**src/logic/cal_ctrl_pkg.sv**
```systemverilog
/*
  Constants for the converter calibration control block: register
  offsets, field positions, reset values and sequencing counts.
  Assumes a 32-bit AHB-Lite register bus, one word per register.
*/
package cal_ctrl_pkg;

  // ----------------------------------------------------------------
  // Register indices as printed; byte address is four times these
  // ----------------------------------------------------------------
  localparam logic [7:0] IDX_CFG_MAIN = 8'h62;
  localparam logic [7:0] IDX_CFG_PARK = 8'h64;
  localparam logic [7:0] IDX_AVG = 8'h68;
  localparam logic [7:0] IDX_STATUS = 8'h6A;
  localparam logic [7:0] IDX_MASTER = 8'h61;
  localparam logic [7:0] IDX_IRQ_STAT = 8'h70;
  localparam logic [7:0] IDX_IRQ_MASK = 8'h71;
  localparam logic [7:0] IDX_CTRL = 8'h72;

  // ----------------------------------------------------------------
  // Field positions
  // ----------------------------------------------------------------
  localparam int FG_BIT = 0;
  localparam int BG_BIT = 1;
  localparam int FGOS_BIT = 2;
  localparam int BGOS_BIT = 3;
  localparam int PARK_LSB = 0;
  localparam int LIN_LSB = 0;
  localparam int OFS_LSB = 4;
  localparam int DONE_BIT = 0;
  localparam int STOP_BIT = 1;
  localparam int PHASE_BIT = 0;

  // ----------------------------------------------------------------
  // Writable masks and reset values
  // ----------------------------------------------------------------
  localparam logic [7:0] MAIN_MASK = 8'h0F;
  localparam logic [7:0] PARK_MASK = 8'h03;
  localparam logic [7:0] AVG_MASK = 8'h77;
  localparam logic [7:0] MAIN_RST = 8'h01;
  localparam logic [7:0] PARK_RST = 8'h02;
  localparam logic [7:0] AVG_RST = 8'h61;
  localparam logic [7:0] MASTER_RST = 8'h01;
  localparam logic [1:0] PARK_RSVD = 2'h3;

  // Sub-converter selections
  localparam logic [1:0] SUB_FIRST = 2'h0;
  localparam logic [1:0] SUB_SECOND = 2'h1;
  localparam logic [1:0] SUB_THIRD = 2'h2;

  // ----------------------------------------------------------------
  // Sequencing: clear, then foreground, in cycles of clk
  // ----------------------------------------------------------------
  localparam int CLEAR_CYCLES = 4;
  localparam int FG_BASE_CYCLES = 16;

  // Interrupt bits
  localparam int IRQ_DONE = 0;
  localparam int IRQ_STOP = 1;

endpackage

```
**src/logic/cal_ctrl.sv**
```systemverilog
/*
  Calibration control: configuration registers, clear/foreground
  sequencer, background stop tracking, status and interrupt.
  Assumes a single AHB-Lite master, 32-bit word accesses only, and
  the converter core running on the same clock.
*/
`timescale 1ns/100ps

// Summary of operation
// - FG bit set: clear values, run foreground
// - FG bit clear: clear values, skip foreground
// - Bit 1 enables background calibration
// - Background offset needs background enable
// - Foreground offset needs foreground enable
// - Parking field picks disabled sub-converter while background is off
// - Second substitutes parked first or third
// - Offset averaging depth at bits 6:4
// - Linearity averaging depth at bits 2:0
// - Stopped reads 1 when background halted
// - Stopped clears when calibration resumes
// - Background off: stopped set after foreground
// - Done high after foreground completes/skipped
// - Calibration runs only with master enable
module cal_ctrl #(
  parameter int FG_SCALE = 1
) (
  input wire logic clk,
  input wire logic nrst,
  input wire logic hsel,
  input wire logic [31:0] haddr,
  input wire logic [1:0] htrans,
  input wire logic hwrite,
  input wire logic [2:0] hsize,
  input wire logic [31:0] hwdata,
  input wire logic hready,
  output logic [31:0] hrdata,
  output logic hreadyout,
  output logic hresp,
  output logic irq,
  output logic cal_running,
  output logic foreground_active,
  output logic background_active,
  output logic foreground_offset_active,
  output logic background_offset_active,
  output logic [2:0] sub_enable,
  output logic [1:0] second_stands_for,
  output logic [2:0] offset_averaging_depth,
  output logic [2:0] linearity_averaging_depth
);

  // fg_len is 16 bits and depth 7 shifts it by seven, so scale could reach 31; the check stops it at 16
  if (FG_SCALE < 1 || FG_SCALE > 16) begin : g_bad_scale
    $error("FG_SCALE out of range");
  end

  typedef enum logic [1:0] {
    ST_HOLD = 2'b00,
    ST_CLEAR = 2'b01,
    ST_FG = 2'b10,
    ST_IDLE = 2'b11
  } seq_e;

  // ----------------------------------------------------------------
  // Bus address phase capture
  // ----------------------------------------------------------------
  logic wr_q, rd_q;
  logic [7:0] idx_q;
  logic ok_addr;
  assign ok_addr = (haddr[1:0] == 2'b00) && (haddr[31:10] == 22'h0);

  always_ff @(posedge clk or negedge nrst) begin
    if (!nrst) begin
      wr_q <= 1'b0;
      rd_q <= 1'b0;
      idx_q <= 8'h00;
    end else if (hready) begin
      wr_q <= hsel && htrans[1] && hwrite && ok_addr;
      rd_q <= hsel && htrans[1] && !hwrite && ok_addr;
      idx_q <= haddr[9:2];
    end
  end

  // ----------------------------------------------------------------
  // Configuration registers
  // ----------------------------------------------------------------
  logic [7:0] main_q, park_q, avg_q, master_q, mask_q, ctrl_q;
  logic [7:0] wdat;
  assign wdat = hwdata[7:0];

  always_ff @(posedge clk or negedge nrst) begin
    if (!nrst) begin
      main_q <= cal_ctrl_pkg::MAIN_RST;
      park_q <= cal_ctrl_pkg::PARK_RST;
      avg_q <= cal_ctrl_pkg::AVG_RST;
      master_q <= cal_ctrl_pkg::MASTER_RST;
      mask_q <= 8'h00;
      ctrl_q <= 8'h00;
    end else if (wr_q) begin
      case (idx_q)
        // Reserved bits are never stored, so they read zero
        cal_ctrl_pkg::IDX_CFG_MAIN:
          main_q <= wdat & cal_ctrl_pkg::MAIN_MASK;
        cal_ctrl_pkg::IDX_CFG_PARK:
          park_q <= wdat & cal_ctrl_pkg::PARK_MASK;
        cal_ctrl_pkg::IDX_AVG:
          avg_q <= wdat & cal_ctrl_pkg::AVG_MASK;
        cal_ctrl_pkg::IDX_MASTER: master_q <= wdat & 8'h01;
        cal_ctrl_pkg::IDX_IRQ_MASK: mask_q <= wdat & 8'h03;
        cal_ctrl_pkg::IDX_CTRL: ctrl_q <= wdat & 8'h01;
        default: ;
      endcase
    end
  end

  logic master_en, fg_en, bg_en;
  assign master_en = master_q[0];
  assign fg_en = main_q[cal_ctrl_pkg::FG_BIT];
  assign bg_en = main_q[cal_ctrl_pkg::BG_BIT];

  // ----------------------------------------------------------------
  // Clear / foreground sequencer
  // ----------------------------------------------------------------
  // Foreground length grows with linearity averaging depth, a stand-in
  // for the core's real run time.
  seq_e seq_q;
  logic [15:0] cnt_q;
  logic [15:0] fg_len;
  assign fg_len = 16'(cal_ctrl_pkg::FG_BASE_CYCLES * FG_SCALE)
                  << avg_q[2:0];

  always_ff @(posedge clk or negedge nrst) begin
    if (!nrst) begin
      seq_q <= ST_HOLD;
      cnt_q <= 16'h0000;
    end else if (!master_en) begin
      seq_q <= ST_HOLD;
      cnt_q <= 16'h0000;
    end else begin
      case (seq_q)
        ST_HOLD: begin
          seq_q <= ST_CLEAR;
          cnt_q <= 16'(cal_ctrl_pkg::CLEAR_CYCLES - 1);
        end
        ST_CLEAR: begin
          if (cnt_q != 16'h0000) begin
            cnt_q <= cnt_q - 16'h0001;
          end else if (fg_en) begin
            seq_q <= ST_FG;
            cnt_q <= fg_len - 16'h0001;
          end else begin
            seq_q <= ST_IDLE;
          end
        end
        ST_FG: begin
          if (cnt_q != 16'h0000) begin
            cnt_q <= cnt_q - 16'h0001;
          end else begin
            seq_q <= ST_IDLE;
          end
        end
        ST_IDLE: cnt_q <= 16'h0000;
        default: seq_q <= ST_HOLD;
      endcase
    end
  end

  // ----------------------------------------------------------------
  // Status bits
  // ----------------------------------------------------------------
  logic done_q, stop_q;
  logic bg_run, stop_req;
  assign stop_req = ctrl_q[cal_ctrl_pkg::PHASE_BIT];
  assign bg_run = (seq_q == ST_IDLE) && bg_en && !stop_req;

  always_ff @(posedge clk or negedge nrst) begin
    if (!nrst) begin
      done_q <= 1'b0;
    end else begin
      done_q <= master_en && (seq_q == ST_IDLE);
    end
  end

  always_ff @(posedge clk or negedge nrst) begin
    if (!nrst) begin
      stop_q <= 1'b0;
    end else if (!master_en || seq_q != ST_IDLE) begin
      stop_q <= 1'b0;
    end else if (!bg_en) begin
      stop_q <= 1'b1;
    end else begin
      stop_q <= stop_req;
    end
  end

  // ----------------------------------------------------------------
  // Interrupt: sticky on rising done/stopped, write one to clear
  // ----------------------------------------------------------------
  logic [1:0] irq_q, prev_q, rise, wclr;
  assign rise = {stop_q, done_q} & ~prev_q;
  assign wclr = (wr_q && idx_q == cal_ctrl_pkg::IDX_IRQ_STAT) ?
                wdat[1:0] : 2'b00;

  always_ff @(posedge clk or negedge nrst) begin
    if (!nrst) begin
      prev_q <= 2'b00;
      irq_q <= 2'b00;
      irq <= 1'b0;
    end else begin
      prev_q <= {stop_q, done_q};
      // Set wins over a simultaneous clear
      irq_q <= (irq_q & ~wclr) | rise;
      irq <= |(((irq_q & ~wclr) | rise) & mask_q[1:0]);
    end
  end

  // ----------------------------------------------------------------
  // Core-facing controls, all registered
  // ----------------------------------------------------------------
  logic [1:0] park;
  assign park = park_q[1:0];

  always_ff @(posedge clk or negedge nrst) begin
    if (!nrst) begin
      cal_running <= 1'b0;
      foreground_active <= 1'b0;
      background_active <= 1'b0;
      foreground_offset_active <= 1'b0;
      background_offset_active <= 1'b0;
      sub_enable <= 3'b000;
      second_stands_for <= cal_ctrl_pkg::SUB_SECOND;
      offset_averaging_depth <= 3'h0;
      linearity_averaging_depth <= 3'h0;
    end else begin
      cal_running <= master_en && seq_q != ST_HOLD;
      foreground_active <= seq_q == ST_FG;
      background_active <= master_en && bg_run;
      foreground_offset_active <= seq_q == ST_FG &&
                                  main_q[cal_ctrl_pkg::FGOS_BIT];
      background_offset_active <= master_en && bg_run &&
                                  main_q[cal_ctrl_pkg::BGOS_BIT];
      offset_averaging_depth <= avg_q[6:4];
      linearity_averaging_depth <= avg_q[2:0];
      if (bg_en || park == cal_ctrl_pkg::PARK_RSVD) begin
        // Reserved parking code leaves all three running
        sub_enable <= 3'b111;
        second_stands_for <= cal_ctrl_pkg::SUB_SECOND;
      end else begin
        sub_enable <= ~(3'b001 << park);
        // Parking the second needs no stand-in
        second_stands_for <= (park == cal_ctrl_pkg::SUB_SECOND) ?
                             cal_ctrl_pkg::SUB_SECOND : park;
      end
    end
  end

  // ----------------------------------------------------------------
  // Read data; status writes fall in the default branch and vanish
  // ----------------------------------------------------------------
  logic [7:0] rmux;
  always_comb begin
    rmux = 8'h00;
    case (idx_q)
      cal_ctrl_pkg::IDX_CFG_MAIN: rmux = main_q;
      cal_ctrl_pkg::IDX_CFG_PARK: rmux = park_q;
      cal_ctrl_pkg::IDX_AVG: rmux = avg_q;
      cal_ctrl_pkg::IDX_STATUS: rmux = {6'h00, stop_q, done_q};
      cal_ctrl_pkg::IDX_MASTER: rmux = master_q;
      cal_ctrl_pkg::IDX_IRQ_STAT: rmux = {6'h00, irq_q};
      cal_ctrl_pkg::IDX_IRQ_MASK: rmux = mask_q;
      cal_ctrl_pkg::IDX_CTRL: rmux = ctrl_q;
      default: rmux = 8'h00;
    endcase
  end

  assign hrdata = {24'h000000, rd_q ? rmux : 8'h00};
  assign hreadyout = 1'b1;
  assign hresp = 1'b0;

  // ----------------------------------------------------------------
  // Checks
  // ----------------------------------------------------------------
  property p_skip_fg;
    @(posedge clk) disable iff (!nrst)
    (seq_q == ST_CLEAR && cnt_q == 16'h0 && master_en && !fg_en)
      |=> seq_q == ST_IDLE;
  endproperty
  a_skip_fg: assert property (p_skip_fg) else $error("skip failed");

  property p_run_fg;
    @(posedge clk) disable iff (!nrst)
    (seq_q == ST_CLEAR && cnt_q == 16'h0 && master_en && fg_en)
      |=> seq_q == ST_FG;
  endproperty
  a_run_fg: assert property (p_run_fg) else $error("fg not run");

  property p_hold;
    @(posedge clk) disable iff (!nrst)
    !master_en |=> seq_q == ST_HOLD ##1 !cal_running;
  endproperty
  a_hold: assert property (p_hold) else $error("hold failed");

  property p_done;
    @(posedge clk) disable iff (!nrst)
    (master_en && seq_q == ST_IDLE) [*2] |-> done_q;
  endproperty
  a_done: assert property (p_done) else $error("done low");

  property p_stop_fg;
    @(posedge clk) disable iff (!nrst)
    done_q && $stable(main_q) && !bg_en && master_en |=> stop_q;
  endproperty
  a_stop_fg: assert property (p_stop_fg) else $error("stop");

  property p_resume;
    @(posedge clk) disable iff (!nrst)
    (bg_en && seq_q == ST_IDLE && master_en && !stop_req) |=> !stop_q;
  endproperty
  a_resume: assert property (p_resume) else $error("resume");

  property p_bgos;
    @(posedge clk) disable iff (!nrst)
    !bg_en |=> !background_offset_active;
  endproperty
  a_bgos: assert property (p_bgos) else $error("bg offset");

  property p_fgos;
    @(posedge clk) disable iff (!nrst)
    seq_q != ST_FG |=> !foreground_offset_active;
  endproperty
  a_fgos: assert property (p_fgos) else $error("fg offset");

  property p_park;
    @(posedge clk) disable iff (!nrst)
    (!bg_en && park == cal_ctrl_pkg::SUB_THIRD)
      |=> !sub_enable[2] && second_stands_for == cal_ctrl_pkg::SUB_THIRD;
  endproperty
  a_park: assert property (p_park) else $error("park");

  property p_status_ro;
    @(posedge clk) disable iff (!nrst)
    (wr_q && idx_q == cal_ctrl_pkg::IDX_STATUS) |=> $stable(main_q);
  endproperty
  a_status_ro: assert property (p_status_ro) else $error("ro");

  property p_fgos_on;
    @(posedge clk) disable iff (!nrst)
    (seq_q == ST_FG && main_q[cal_ctrl_pkg::FGOS_BIT])
      |=> foreground_offset_active;
  endproperty
  a_fgos_on: assert property (p_fgos_on) else $error("fgos off");

  property p_bgos_on;
    @(posedge clk) disable iff (!nrst)
    (master_en && bg_run && main_q[cal_ctrl_pkg::BGOS_BIT])
      |=> background_offset_active;
  endproperty
  a_bgos_on: assert property (p_bgos_on) else $error("bgos off");

  property p_park_first;
    @(posedge clk) disable iff (!nrst)
    (!bg_en && park == cal_ctrl_pkg::SUB_FIRST)
      |=> !sub_enable[0] && second_stands_for == cal_ctrl_pkg::SUB_FIRST;
  endproperty
  a_park_first: assert property (p_park_first) else $error("park0");

  property p_bg_all_on;
    @(posedge clk) disable iff (!nrst)
    bg_en |=> sub_enable == 3'h7;
  endproperty
  a_bg_all_on: assert property (p_bg_all_on) else $error("bg sub");

  property p_depths;
    @(posedge clk) disable iff (!nrst)
    1'h1 |=> offset_averaging_depth == $past(avg_q[6:4]) &&
             linearity_averaging_depth == $past(avg_q[2:0]);
  endproperty
  a_depths: assert property (p_depths) else $error("depths");

endmodule

```
**config.mk**
```make
export PLATFORM = sky130hd
export DESIGN_NAME = cal_ctrl
export DESIGN_NICKNAME = d
export VERILOG_FILES = /design/src/logic/cal_ctrl_pkg.sv /design/src/logic/cal_ctrl.sv
export SDC_FILE = /design/constraint.sdc
export NUM_CORES = 1
export LEC_CHECK = 0
export BUFFER_PORTS_ARGS = -buffer_cell sky130_fd_sc_hd__buf_2
export CAP_MARGIN = 10
export CORE_UTILIZATION = 54
export DETAILED_ROUTE_END_ITERATION = 8
export PLACE_DENSITY_LB_ADDON = 0.3
export SLEW_MARGIN = 20
export SYNTH_ARGS = -nofsm -noshare
export SYNTH_HDL_FRONTEND = slang
export SYNTH_SLANG_ARGS = --single-unit
```
**constraint.sdc**
```tcl
create_clock -name clk -period 4.7 [get_ports clk]
set_input_delay 0.94 -clock clk [delete_from_list [all_inputs] [get_ports clk]]
set_output_delay 0.94 -clock clk [all_outputs]
set_load 0.005 [all_outputs]
```
==> impl_metrics.env <==
export IMPL_synth_xor_area_share_pct=3.810
export IMPL_synth_compound_area_share_pct=9.035
export IMPL_dr_pass1_iters=4
export IMPL_hold_violations=0
export IMPL_antenna_found_initial=0
export IMPL_cts_buffer_depth=2
export IMPL_gp_congestion=0.8715
export IMPL_path_clk_slew_ns=0.07
export IMPL_drt_iter0_drc=152
export IMPL_rows=28
export IMPL_cp_start_kind="register"
export IMPL_tightest_slew_ns=0.9381
export IMPL_synthAdderAreaFrac_pct=2.177
export IMPL_synth_seq_cells=67
export IMPL_period_share_pct=65.52
export IMPL_swShare_pct=34.32
export IMPL_grt_max_degree=45
export IMPL_leakagePower_nw=1.886
export IMPL_syn_avg_cell_area_um2=10.98
export IMPL_synth_edf_count=0
export IMPL_synth_cells=314
export IMPL_slew_viol_final=0
export IMPL_p_clk_share_pct=25.7
export IMPL_cp_arrival_ns=2.14
export IMPL_cts_buffers=9
export IMPL_yosys_area_top_type_share_pct=43.54
export IMPL_finalCriticalPeriod_ns=3.079
export IMPL_syn_area_um2=3448
export IMPL_crit_required_ns=3.76
export IMPL_outcome="finished, final reports clean"
export IMPL_postCtsSetupRepairBufs=0
export IMPL_seq_power_share_pct=41.0
export IMPL_drive_gt1_share_pct=33.33
export IMPL_nets=462
export IMPL_fin_ws_ns=1.621
export IMPL_start_util_pct=57.23
export IMPL_yosys_area_share_simple_pct=17.74
export IMPL_hold_class="reg -> reg"
export IMPL_synth_async_reset_ratio_pct=100.0
export IMPL_io_pins=125
export IMPL_synth_top_family_by_area="simple AND/OR/NAND/NOR gates"
export IMPL_ir_worst_vdd_mv=0.2312
export IMPL_die_x_um=81.91
export IMPL_grt_pass1_wl_mm=11.10
export IMPL_n_fill_cell=488
export IMPL_end_kind="output pin"
export IMPL_dp_hpwl_mm=5.095
export IMPL_p_int_w=0.001167
export IMPL_die_h_um=81.91
export IMPL_seq_area_um2=1685
export IMPL_syn2layout_area_growth_pct=13.61
export IMPL_multi_input_area_um2=1535
export IMPL_synth_area_leaders="dfrtp_1, mux2_2, buf_4"
export IMPL_cts_tree="yes"
export IMPL_max_slew_margin_rel_pct=37.46
export IMPL_cts_resized=0
export IMPL_hold_buffers=0
export IMPL_muxShareOfSynthArea_pct=8.817
export IMPL_drt_total_wl_mm=6.877
export IMPL_crit_fanout=7
export IMPL_power_switching_w=0.0006099
export IMPL_clock_latency_ns=0.35
export IMPL_grt_total_usage_pct=22.77
export IMPL_crit_type="reg -> out"
export IMPL_yosys_warnings=0
export IMPL_drt_drc_violations_left=0
export IMPL_dr_total_vias=2547
export IMPL_grt_pass1_vias=2335
export IMPL_gr_total_overflow=0
export IMPL_synth_cell_types=59
export IMPL_die_area_um2=6709
export IMPL_synth_area_leader_cell="dfrtp_1"
export IMPL_vias_per_cell=5.513
export IMPL_htreeDepth=3
export IMPL_yosysSeqAreaShare_pct=48.88
export IMPL_powerDensity_nw_per_um2=453.6
export IMPL_setup_viol_count_final=0
export IMPL_total_power_w=0.001777
export IMPL_yosys_most_used_dff="dfrtp_1"
export IMPL_core_area_um2=6026
export IMPL_finalClockSkew_ns=0.008090
export IMPL_cts_root_buf="clkbuf_8"
export IMPL_synth_commonest_cells="dfrtp_1, buf_4, mux2_2"
export IMPL_wl_per_cell_um=14.89
export IMPL_io_buffers=68
export IMPL_cts_sinks=67
export IMPL_rsz0062_at_grt="false"
export IMPL_timing_setup_tns_ns=0
export IMPL_drv_cap=0
export IMPL_ant_nets=0
export IMPL_power_frac_comb_pct=33.3
export IMPL_yosys_cell_count_top_type="dfrtp_1"
export IMPL_place_ws_ns=2.024
export IMPL_clock_fmax_ghz=0.3247
export IMPL_diodes=0
final timing paths:
path,end,cells past startpoint,slack [ns],from
setup / recovery,hrdata[0],6,1.62,idx_q[4]
hold / removal,offset_averaging_depth[0],0,0.39,avg_q[4]
setup reg to reg,cnt_q[4],7,2.40,cnt_q[0]
hold reg to reg,offset_averaging_depth[0],0,0.39,avg_q[4]
max in group asynchronous,avg_q[6],2,3.06,nrst
min in group asynchronous,linearity_averaging_depth[1],1,0.74,nrst
flip-flops by register name (all words and copies together) (netlist names), 2 cells and up:
signal / cells
avg_q: 6
cnt_q: 16
idx_q: 8
irq_q: 2
linearity_averaging_depth: 3
main_q: 4
mask_q: 2
offset_averaging_depth: 3
park_q: 2
prev_q: 2
second_stands_for: 2
seq_q: 2
sub_enable: 3
power groups by stage:
stage / combinational (W) / clock, W / sequential (W)
global placement: 0.000565 / 0 / 0.000732
detailed placement: 0.000583 / 0 / 0.000735
floorplan: 0.000501 / 0 / 0.000716
CTS: 0.000592 / 0.000463 / 0.000727
finish: 0.000591 / 0.000457 / 0.000728
global route: 0.000656 / 0.000490 / 0.000737
routing by layer:
layer,GRT usage [%],share of wire (%)
met1,28.96,43
met3,5.222,5.8
met5,0,0
met4,12.28,1.9
met2,35.87,49
worst max-delay path, stage by stage (launching register included):
cell and delay (ns):
dfrtp_1 0.45, and4bb_2 0.37, and3b_1 0.32, a22oi_1 0.10, or2_1 0.22, a31oi_1 0.18, buf_2 0.14
final cells by class:
class	instances	share of cell area (%)
timing repair buffer	69	8.879
tap	75	2.395
clock buffer	15	4.759
clock inverter	1	0.1278
multi-input combinational	218	39.19
sequential	67	43.02
inverter	17	1.629
through the flow:
| stage | hold WS, ns | cells | area [um2] | utilization, % |
|---|---|---|---|---|
| 2_1_floorplan | 0.3611 | 339 | 3542 | - |
| 3_3_place_gp | 0.3795 | 446 | 3726 | 61.84 |
| 3_5_place_dp | 0.3853 | 446 | 3726 | 61.84 |
| 4_1_cts | 0.3960 | 462 | 3918 | 65.01 |
| 5_1_grt | 0.4048 | 462 | 3918 | 65.01 |
| 6_report | 0.3947 | 462 | 3918 | 65.01 |
placed cells by master (no fill, tap or decap), types with 3 or more instances in the layout:
master	Yosys	routed
buf_2	2	68
dfrtp_1	60	60
mux2_2	27	27
conb_1	2	27
nor2_1	20	20
inv_1	17	17
nand2_1	13	13
clkbuf_8	0	13
nor3_1	9	9
nand3_1	9	9
xor2_1	9	9
a21oi_1	8	8
o22ai_1	7	7
dfstp_2	7	7
and3_1	6	6
nand4_1	6	6
xnor2_1	6	6
ha_1	6	6
and2_1	5	5
o211ai_1	5	5
nor2b_1	4	4
a22o_1	4	4
nor4_1	4	4
a22oi_1	3	3
nor4b_1	3	3
o211a_1	3	3
cell families (layout without fill, tap and decap cells):
group	count (synthesis)	after routing
multiplexers	27	27
flip-flops	67	67
adder cells (fa/ha/maj)	6	6
AO/OA/AOI/OAI	42	42
buffers and inverters	54	102
AND/OR/NAND/NOR	101	101
other	2	27
XOR/XNOR	15	15
(Power assumes the default switching activity.)
